**config.mk**
```make
export PLATFORM = sky130hd
export DESIGN_NAME = video_stream_framing_monitor
export DESIGN_NICKNAME = d
export VERILOG_FILES = /design/src/hw/framing_pkg.sv /design/src/hw/video_stream_framing_monitor.sv
export SDC_FILE = /design/constraint.sdc
export NUM_CORES = 1
export LEC_CHECK = 0
export BUFFER_PORTS_ARGS = -buffer_cell sky130_fd_sc_hd__buf_2
export CORE_MARGIN = 2
export CORE_UTILIZATION = 38
export DETAILED_ROUTE_END_ITERATION = 12
export GPL_ROUTABILITY_DRIVEN = 0
export PLACE_DENSITY = 0.64
export SETUP_SLACK_MARGIN = 0.4
export SLEW_MARGIN = 20
export SYNTH_ARGS = -nofsm -noshare
export SYNTH_HDL_FRONTEND = slang
export SYNTH_HIERARCHICAL = 1
export SYNTH_SLANG_ARGS = --single-unit
```
**constraint.sdc**
```tcl
create_clock -name sys_clk_in -period 4.21 [get_ports sys_clk_in]
set_clock_uncertainty 0.05 [all_clocks]
set_input_delay 0.2105 -clock sys_clk_in [delete_from_list [all_inputs] [get_ports sys_clk_in]]
set_output_delay 0.2105 -clock sys_clk_in [all_outputs]
set_load 0.02 [all_outputs]
```
**src/hw/framing_pkg.sv**
```systemverilog
// shared constants for the video stream framing monitor
package framing_pkg;
  // pixel and size widths
  localparam int DATA_W = 24;
  localparam int SIZE_W = 13;
  // stream buffer depth in words
  localparam int FIFO_DEPTH = 32;
  // error flag register layout
  localparam int ERR_W = 32;
  localparam int ERR_LINE_SHORT = 0;
  localparam int ERR_LINE_LONG = 1;
  localparam int ERR_FRAME_EARLY = 2;
  localparam int ERR_FRAME_LATE = 3;
  localparam int ERR_FLAGS = 4;
  localparam logic [ERR_W-1:0] ERR_RESET = 32'h0000_0000;
  // lines absorbed before output starts
  localparam int LATENCY_LINES = 2;
  // hold-off periods in clock cycles
  localparam int INIT_CYCLES = 16;
  localparam int FLUSH_CYCLES = 8;
  // word layout inside the buffer: {sof, eol, pixel}
  localparam int WORD_W = DATA_W + 2;
  localparam int WORD_EOL = DATA_W;
  localparam int WORD_SOF = DATA_W + 1;
  // monitor states
  typedef enum logic [1:0] {
    ST_INIT,
    ST_RUN,
    ST_FLUSH
  } mon_state_t;
endpackage

```
**src/hw/video_stream_framing_monitor.sv**
```systemverilog
// stream buffer and framing monitor for the filter video ports

////////////////////////////////////////////////////////////////////////////
// synchronous fifo with valid/ready on both sides
module stream_fifo #(
  parameter int WIDTH = 26,
  parameter int DEPTH = 32
) (
  input wire logic sys_clk_in,
  input wire logic rstn_in,
  input wire logic [WIDTH-1:0] wr_data_in,
  input wire logic wr_valid_in,
  output logic wr_ready_out,
  output logic [WIDTH-1:0] rd_data_out,
  output logic rd_valid_out,
  input wire logic rd_ready_in
);
  localparam int PTR_W = $clog2(DEPTH);

  // depth must be a power of two for pointer wrap
  initial begin
    if (DEPTH < 2 || (DEPTH & (DEPTH - 1)) != 0) begin
      $error("stream_fifo depth must be a power of two");
    end
  end

  logic [WIDTH-1:0] mem [DEPTH];   // storage words
  logic [PTR_W:0] wr_ptr_reg;      // write pointer with wrap bit
  logic [PTR_W:0] rd_ptr_reg;      // read pointer with wrap bit
  wire full = (wr_ptr_reg[PTR_W] != rd_ptr_reg[PTR_W]) &&
              (wr_ptr_reg[PTR_W-1:0] == rd_ptr_reg[PTR_W-1:0]);
  wire empty = (wr_ptr_reg == rd_ptr_reg);
  wire do_wr = wr_valid_in && !full;
  wire do_rd = rd_ready_in && !empty;

  assign wr_ready_out = !full;
  assign rd_valid_out = !empty;
  assign rd_data_out = mem[rd_ptr_reg[PTR_W-1:0]];

  // pointer update; storage itself needs no reset
  always_ff @(posedge sys_clk_in) begin
    if (!rstn_in) begin
      wr_ptr_reg <= '0;
      rd_ptr_reg <= '0;
    end else begin
      if (do_wr) begin
        wr_ptr_reg <= wr_ptr_reg + 1'b1;
      end
      if (do_rd) begin
        rd_ptr_reg <= rd_ptr_reg + 1'b1;
      end
    end
  end

  // write port
  always_ff @(posedge sys_clk_in) begin
    if (do_wr) begin
      mem[wr_ptr_reg[PTR_W-1:0]] <= wr_data_in;
    end
  end
endmodule

////////////////////////////////////////////////////////////////////////////
// framing monitor top
module video_stream_framing_monitor
  import framing_pkg::*;
#(
  parameter int INIT_LEN = INIT_CYCLES,
  parameter int FLUSH_LEN = FLUSH_CYCLES,
  parameter int BUF_DEPTH = FIFO_DEPTH
) (
  input wire logic sys_clk_in,
  input wire logic rstn_in,
  // programmed active size
  input wire logic [SIZE_W-1:0] line_width_in,
  input wire logic [SIZE_W-1:0] frame_lines_in,
  // flush request, one-cycle pulse
  input wire logic flush_in,
  // per-bit clear of the error flags, one-cycle pulse
  input wire logic [ERR_FLAGS-1:0] err_clear_in,
  // input stream
  input wire logic [DATA_W-1:0] s_tdata_in,
  input wire logic s_tvalid_in,
  input wire logic s_tlast_in,
  input wire logic s_tuser_in,
  output logic s_tready_out,
  // output stream
  output logic [DATA_W-1:0] m_tdata_out,
  output logic m_tvalid_out,
  output logic m_tlast_out,
  output logic output_frame_start_marker_out,
  input wire logic m_tready_in,
  // error flags
  output logic [ERR_W-1:0] stream_framing_error_flags_out
);
  import framing_pkg::*;

  localparam int TMR_W = $clog2((INIT_LEN > FLUSH_LEN ? INIT_LEN :
                                 FLUSH_LEN) + 1);

  // refuse settings the logic cannot serve
  initial begin
    if (INIT_LEN < 1 || FLUSH_LEN < 1 || BUF_DEPTH < 2) begin
      $error("framing monitor parameters out of range");
    end
  end

  //////////////////////////////////////////////////////////////////////////
  // declarations
  mon_state_t state_reg;          // hold-off state
  mon_state_t state_next;
  logic [TMR_W-1:0] tmr_reg;      // hold-off countdown
  logic [TMR_W-1:0] tmr_next;
  logic [SIZE_W-1:0] px_cnt_reg;  // pixels since last end-of-line
  logic [SIZE_W-1:0] ln_cnt_reg;  // lines since last start-of-frame
  logic seen_sof_reg;             // a frame start has been seen
  logic sof_pend_reg;             // next stored pixel opens the frame
  logic [ERR_FLAGS-1:0] err_reg;  // sticky error flags
  logic [ERR_FLAGS-1:0] err_set;  // events this cycle
  logic fifo_wr_ready;            // buffer has room
  logic fifo_rd_valid;            // buffer has a word
  logic [WORD_W-1:0] fifo_rd_word;

  //////////////////////////////////////////////////////////////////////////
  // decoding of the accepted beat

  wire running = (state_reg == ST_RUN);
  assign s_tready_out = running && fifo_wr_ready;
  wire beat = s_tvalid_in && s_tready_out;
  // a start marker restarts both counters
  wire [SIZE_W-1:0] px_pos = s_tuser_in ? '0 : px_cnt_reg;
  wire [SIZE_W-1:0] ln_pos = s_tuser_in ? '0 : ln_cnt_reg;
  wire [SIZE_W-1:0] px_pos_inc = px_pos + 1'b1;
  wire in_width = (px_pos < line_width_in);
  wire past_latency = (ln_pos >= SIZE_W'(LATENCY_LINES));
  wire store = beat && in_width && past_latency;
  // line end is the real marker or the width edge, whichever first
  wire word_eol = s_tlast_in || (px_pos_inc == line_width_in);
  wire word_sof = sof_pend_reg || s_tuser_in;
  wire [WORD_W-1:0] wr_word = {word_sof, word_eol, s_tdata_in};

  //////////////////////////////////////////////////////////////////////////
  // framing checks
  always_comb begin
    err_set = '0;
    if (beat && s_tlast_in && (px_pos_inc < line_width_in)) begin
      err_set[ERR_LINE_SHORT] = 1'b1;
    end
    if (beat && !in_width) begin
      err_set[ERR_LINE_LONG] = 1'b1;
    end
    if (beat && s_tuser_in && seen_sof_reg) begin
      if (ln_cnt_reg < frame_lines_in) begin
        err_set[ERR_FRAME_EARLY] = 1'b1;
      end else if (ln_cnt_reg > frame_lines_in) begin
        err_set[ERR_FRAME_LATE] = 1'b1;
      end
    end
  end

  always_ff @(posedge sys_clk_in) begin
    if (!rstn_in) begin
      err_reg <= ERR_RESET[ERR_FLAGS-1:0];
    end else begin
      err_reg <= (err_reg & ~err_clear_in) | err_set;
    end
  end

  assign stream_framing_error_flags_out = {{(ERR_W-ERR_FLAGS){1'b0}},
                                           err_reg};

  //////////////////////////////////////////////////////////////////////////
  // position counters
  always_ff @(posedge sys_clk_in) begin
    if (!rstn_in || state_reg == ST_FLUSH) begin
      // a flush resynchronises to the next frame start
      px_cnt_reg <= '0;
      ln_cnt_reg <= '0;
      seen_sof_reg <= 1'b0;
      sof_pend_reg <= 1'b0;
    end else if (beat) begin
      if (s_tlast_in) begin
        px_cnt_reg <= '0;
        // saturate rather than wrap on runaway frames
        if (ln_pos != '1) begin
          ln_cnt_reg <= ln_pos + 1'b1;
        end else begin
          ln_cnt_reg <= ln_pos;
        end
      end else begin
        // counter saturates so long lines stay flagged
        if (px_pos != '1) begin
          px_cnt_reg <= px_pos_inc;
        end else begin
          px_cnt_reg <= px_pos;
        end
        ln_cnt_reg <= ln_pos;
      end
      if (s_tuser_in) begin
        seen_sof_reg <= 1'b1;
      end
      if (store) begin
        sof_pend_reg <= 1'b0;
      end else if (s_tuser_in) begin
        sof_pend_reg <= 1'b1;
      end
    end
  end

  //////////////////////////////////////////////////////////////////////////
  // hold-off state machine
  always_comb begin
    state_next = state_reg;
    tmr_next = tmr_reg;
    case (state_reg)
      ST_INIT, ST_FLUSH: begin
        if (tmr_reg == '0) begin
          state_next = ST_RUN;
        end else begin
          tmr_next = tmr_reg - 1'b1;
        end
      end
      default: begin
        if (flush_in) begin
          state_next = ST_FLUSH;
          tmr_next = TMR_W'(FLUSH_LEN - 1);
        end
      end
    endcase
  end

  // state and timer registers
  always_ff @(posedge sys_clk_in) begin
    if (!rstn_in) begin
      state_reg <= ST_INIT;
      tmr_reg <= TMR_W'(INIT_LEN - 1);
    end else begin
      state_reg <= state_next;
      tmr_reg <= tmr_next;
    end
  end

  //////////////////////////////////////////////////////////////////////////
  // buffer between input and output
  // downstream stall backs up
  stream_fifo #(
    .WIDTH(WORD_W),
    .DEPTH(BUF_DEPTH)
  ) u_fifo (
    .sys_clk_in(sys_clk_in),
    .rstn_in(rstn_in),
    .wr_data_in(wr_word),
    .wr_valid_in(store),
    .wr_ready_out(fifo_wr_ready),
    .rd_data_out(fifo_rd_word),
    .rd_valid_out(fifo_rd_valid),
    .rd_ready_in(m_tready_in)
  );

  // output fields straight from buffer storage flops
  assign m_tvalid_out = fifo_rd_valid;
  assign m_tdata_out = fifo_rd_word[DATA_W-1:0];
  assign m_tlast_out = fifo_rd_word[WORD_EOL];
  assign output_frame_start_marker_out = fifo_rd_word[WORD_SOF];
endmodule

```
==> qor.yml, run 1 <==
outcome: "complete, no violations"
rsz0062_at_grt: "no"
critPathCaptureType: "output port"
leakage_nw: 13.3
yosys_warnings: 6
port_buffers: 92
fp.dieW_um: 314
fillers: 8243
finalCritPeriodShare_pct: 89.9
setup_viol: 0
timing.rr.start: "px_cnt_reg[7]"
syn2layout_area_growth_pct: 15.9
grt_usage_pct: 18.0
antenna_left: 0
fmax_mhz: 264
initial_core_util_pct: 38.4
clock-root-buffer: "clkbuf_16"
synth_edf_count: 832
cap_viol_max_count: 0
cts.sinks: 888
swShare_pct: 20.3
drt-initial-drc-count: 1862
grt_pass1_vias: 20500
core_um2: 95000
dieArea_um2: 98400
p_seq_share_pct: 54.5
clk_path_buf_depth: 3
critPathMaxStageDelay_ns: 0.72
synth-async-reset-ratio_pct: 0
routed_wirelength_um: 90700
largest_reg_flops: 832
p_per_area_nw_per_um2: 419
critPathMaxFanout: 56
power_switching_mw: 3.60
clk_pin_slew_ns: 0.06
cp.depth: 6
multi_input_area_um2: 9850
drv_slew: 0
crit_path_end: "m_tdata_out[9]"
drc: 0
syn_avg_cell_area_um2: 15.7
slowest_stage: "and2_4"
postLayoutCoreUtil_pct: 44.5
path_cells: "and2_4, a22o_1, nor3_1, a31oi_1, nand3_1, buf_2"
viasPerCell: 5.47
cp-start-kind: "flip-flop"
r2r_setup_slack_ns: 0.56
ys_seq_area_share_pct: 71.6
final_cell_mix: "edfxtp_1, mux2i_1, nand2_1, nand3_1, a21oi_1"
final_nets: 2591
antenna_found_initial: 1
layout.cells.most_common: "edfxtp_1"
required_ns: 3.95
seqCellArea_um2: 26100
dp.final_hpwl_um: 57300
overflow: 0
cts_tree: "yes"
power_frac_clock_pct: 43.9
yosysUniqueCellTypes: 72
combPwrFrac_pct: 1.6
drive_above_1_share_pct: 15.0
slew_headroom_pct: 25.7
clock_latency_ns: 0.63
hp-class: "in -> reg"
r2r_end: "u_fifo/mem[6][2]"
wl_per_cell_um: 23.7
worstRegToRegCells: 11
tightest_slew_ns: 1.11
critPathKind: "reg -> out"
peakVddDrop_uv: 290
ctsHtreeMaxLevel: 3
syn_inst: 2325
syn_area_um2: 36500
grt_pass1_wl_um: 133000
die_h_um: 314
dr.pass1.iters: 5
num_vias: 20900
synth.ff_latch_count: 888
path_buf_inv: 1
std_cell_rows: 113
worstPathArrival_ns: 3.52
cts_buffers: 89
io_pins: 121
cp_top_family: "simple AND/OR/NAND/NOR gates"
p_int_mw: 14.1
yosys_most_used_dff: "edfxtp_1"
grt_start_max_net_pins: 105
min_period_ns: 3.79
hold_viol_final: 0
fin_tns_setup_ns: 0
==> cell type report <==
class,count,share of cell area [%]
Antenna cell,2,0.0118
Multi-Input combinational cell,1273,23.3
Clock inverter,59,1.45
Sequential cell,888,61.8
Timing Repair Buffer,190,3.96
Tap cell,1265,3.75
Clock buffer,101,5.38
Inverter,41,0.364
==> logic make-up after synthesis <==
group / Yosys count / synth area share (%)
XOR/XNOR: 28 / 0.714
AND/OR/NAND/NOR: 414 / 5.61
adder cells (fa/ha/maj): 47 / 1.61
flip-flops: 888 / 71.6
other: 1 / 0.0103
AO/OA/AOI/OAI: 334 / 6.42
buffers and inverters: 192 / 2.47
multiplexers: 421 / 11.6
==> worst min-delay path, delay by kind of cell <==
kind	cells	cell delay [ns]
AO/OA/AOI/OAI	2	0.11
buffers and inverters	2	0.15
adder cells (fa/ha/maj)	1	0.14
AND/OR/NAND/NOR	1	0.07
==> power by group through the flow <==
stage          clock network (mW)  registers (mW)  logic [mW]
2_1_floorplan                   0            9.83      0.0928
4_1_cts                      7.90            9.65       0.291
3_3_place_gp                    0            9.83       0.276
3_5_place_dp                    0            9.83       0.284
5_1_grt                      8.25            9.64       0.313
6_report                     7.77            9.65       0.287
==> stage by stage <==
step / setup slack (ns) / hold slack (ns) / instances / cell area (µm²) / total power [mW]
floorplan: 0.240 / 0.259 / 2352 / 36600 / 9.93
detailed placement: 0.504 / 0.419 / 3627 / 39100 / 10.1
CTS: 0.415 / 0.0596 / 3796 / 42100 / 17.8
finish: 0.425 / 0.0787 / 3819 / 42300 / 17.7
global placement: 0.610 / 0.407 / 3627 / 39100 / 10.1
global route: 0.400 / 0.113 / 3817 / 42300 / 18.2
==> Yosys cell counts (all sizes together) (8+ instances only) <==
library cell / number / area (µm²)
inv: 41 / 154
nand2: 126 / 473
clkbuf: 62 / 234
a21oi: 95 / 479
xnor2: 20 / 190
nor3: 32 / 160
and2: 11 / 68.8
nand4: 14 / 103
dfxtp: 56 / 1120
ha: 47 / 588
nor2b: 21 / 131
buf: 89 / 513
nand3: 97 / 490
a22oi: 79 / 593
nor2: 59 / 221
edfxtp: 832 / 25000
a22o: 64 / 561
xor2: 8 / 70.1
and3: 8 / 51.3
mux2i: 421 / 4210
o211ai: 8 / 60.1
a31oi: 30 / 188
nand2b: 8 / 50.1
o21ai: 20 / 104
==> per-layer routing <==
metal	GRT usage [%]	part of all wire [%]	wire, µm	vias up
li1	-	-	-	9302
met2	29.6	48	43600	835
met1	25.0	43	39200	10600
met3	2.65	6.3	5720	119
met4	4.85	2.3	2130	2
met5	0	0.0077	7	-
==> timing repair <==
action | 4_1_cts | 5_1_grt
gates resized for setup | 1 | 3
setup buffers | 0 | 20
hold buffers | 9 | 0
gates cloned | 0 | 1
pin swaps | 0 | 9
hold endpoints to repair | 17 | 0
setup endpoints to repair | 1 | 252
==> how the worst min path moves through the flow <==
| stage | to | cells after the start | start |
|---|---|---|---|
| final | err_reg[0] | 6 | line_width_in[8] |
| after global placement | seen_sof_reg | 2 | seen_sof_reg |
| after floorplan | u_fifo/mem[0][0] | 0 | s_tdata_in[0] |
| after detailed placement | seen_sof_reg | 2 | seen_sof_reg |
| after CTS | err_reg[0] | 6 | line_width_in[8] |
| after global routing | err_reg[3] | 4 | frame_lines_in[0] |
No activity file was read; power rests on OpenSTA's default activity.
==> run 2: changes to the inputs <==
CORE_UTILIZATION = 50   (was 38)
PLACE_DENSITY = 0.78   (was 0.64)
==> qor.yml, run 2 (synthesized netlist as in run 1, its figures left out) <==
outcome: "complete, no violations"
leakage_nw: 13.2  # -0.57%
critPathCaptureType: "output port"
grt_pass1_vias: 20400  # -0.68%
cts.sinks: 888  # unchanged
routed_wirelength_um: 88500  # -2.4%
cap_viol_max_count: 0  # unchanged
grt_pass1_wl_um: 129000  # -3.3%
ctsHtreeMaxLevel: 3  # unchanged
cts_tree: "yes"
final_cell_area_um2: 41700  # -1.3%
core_um2: 72600  # -24%
p_int_mw: 14.2  # +0.87%
overflow: 0  # unchanged
grt_usage_pct: 23.1  # +5.1 points
p_seq_share_pct: 54.2  # -0.3 points
drv_slew: 0  # unchanged
n_antenna_cell: 0  # -2
dieArea_um2: 75100  # -24%
combPwrFrac_pct: 1.6  # about the same
largest_reg_flops: 832  # unchanged
critPathMaxFanout: 35  # -38%
power_switching_mw: 3.56  # -1.1%
layout.cells.most_common: "edfxtp_1"
final_nets: 2584  # -0.27%
cp-start-kind: "flip-flop"
initial_core_util_pct: 50.2  # +12 points
dp.final_hpwl_um: 54000  # -5.8%
r2r_end: "u_fifo/mem[17][11]"
worstPathArrival_ns: 3.51  # about the same
drc: 0  # unchanged
fmax_mhz: 265  # +0.46%
num_vias: 21300  # +1.9%
clk_path_buf_depth: 3  # unchanged
clock-root-buffer: "clkbuf_16"
port_buffers: 92  # unchanged
power_frac_clock_pct: 44.2  # +0.3 points
p_per_area_nw_per_um2: 427  # +1.8%
finalCritPeriodShare_pct: 89.5  # -0.41 points
fp.dieW_um: 274  # -13%
min_period_ns: 3.77  # -0.0173 ns
clk_pin_slew_ns: 0.06  # about the same
r2r_setup_slack_ns: 0.48  # -0.08 ns
fin_tns_setup_ns: 0  # unchanged
hold_viol_final: 0  # unchanged
cts_buffers: 87  # -2.2%
dp.cells: 3318  # -8.5%
totalPowerFinal_mw: 17.8  # +0.47%
dr.pass1.iters: 8  # +3
final_cell_mix: "edfxtp_1, mux2i_1, nand2_1, nand3_1, a21oi_1"
rsz0062_at_grt: "no"
antenna_left: 0  # unchanged
place_area_um2: 38400  # -1.7%
grt_start_max_net_pins: 70  # -33%
wl_per_cell_um: 25.2  # +6.3%
io_pins: 121  # unchanged
antenna_found_initial: 0  # -1
critPathKind: "reg -> out"
layout.cells.non_filler: 3508  # -8.1%
drt-initial-drc-count: 3035  # +63%
timing.rr.start: "px_cnt_reg[7]"
drive_above_1_share_pct: 14.3  # -0.65 points
syn2layout_area_growth_pct: 14.4
worstRegToRegCells: 11  # unchanged
clock_latency_ns: 0.64  # about the same
viasPerCell: 6.07  # +11%
setup_viol: 0  # unchanged
die_h_um: 274  # -13%
peakVddDrop_uv: 314  # +8.4%
crit_path_end: "m_tdata_out[14]"
tightest_slew_ns: 0.944  # -0.168 ns
hp-class: "in -> reg"
std_cell_rows: 99  # -12%
slew_headroom_pct: 36.9  # +11 points
swShare_pct: 20.0  # -0.32 points
required_ns: 3.95  # about the same
[run 2: layout make-up]
cell class | instances | area [µm²]
Fill cell | 5336 | 30900
Sequential cell | 888 | 26100
Tap cell | 959 | 1200
Inverter | 41 | 154
Clock buffer | 105 | 2240
Timing Repair Buffer | 182 | 1450
Clock inverter | 57 | 678
Multi-Input combinational cell | 1276 | 9870
[run 2: worst min-delay path by stage]
stage	startpoint	endpoint	slack [ns]	cells past startpoint
floorplan	s_tdata_in[0]	u_fifo/mem[0][0]	0.26	0
global placement	seen_sof_reg	seen_sof_reg	0.41	2
detailed placement	seen_sof_reg	seen_sof_reg	0.42	2
CTS	frame_lines_in[0]	err_reg[3]	0.04	4
global route	frame_lines_in[0]	err_reg[3]	0.08	4
finish	frame_lines_in[0]	err_reg[3]	0.07	4
[run 2: routing by layer]
| layer | global-route usage [%] | wire, µm | vias up |
|---|---|---|---|
| met4 | 8.91 | 3680 | 0 |
| li1 | - | - | 9287 |
| met2 | 34.9 | 40000 | 1232 |
| met3 | 4.40 | 9040 | 184 |
| met1 | 33.2 | 35800 | 10600 |
| met5 | 0 | 0 | - |
[run 2: worst max-delay path, stage by stage, from the launching register on]
cell and delay (ns):
dfxtp_1 0.79, and2_4 0.60, a22o_1 0.23, nor3_1 0.06, a31oi_1 0.67, nand3_1 0.26
buf_2 0.24
[run 2: repair_timing]
item	4_1_cts	5_1_grt
setup endpoints to repair	14	610
cloned	0	4
setup buffers	2	13
pin swaps	1	3
endpoints found under the hold margin	17	0
hold buffers	9	0
resized for setup	0	21
[run 2: power groups by stage]
stage                     clock (mW)  combinational (mW)  sequential [mW]
after global routing            8.32               0.312             9.64
after global placement             0               0.266             9.83
after CTS                       7.95               0.287             9.65
final                           7.85               0.289             9.65
after detailed placement           0               0.280             9.83
after floorplan                    0              0.0928             9.83
[run 2: stage by stage]
step / util (%) / hold slack [ns] / worst slack (ns)
final: 57.5 / 0.0709 / 0.442
after global routing: 57.5 / 0.0763 / 0.375
after CTS: 57.1 / 0.0438 / 0.432
after detailed placement: 52.9 / 0.421 / 0.205
after global placement: 52.9 / 0.409 / 0.395
after floorplan: - / 0.259 / 0.240
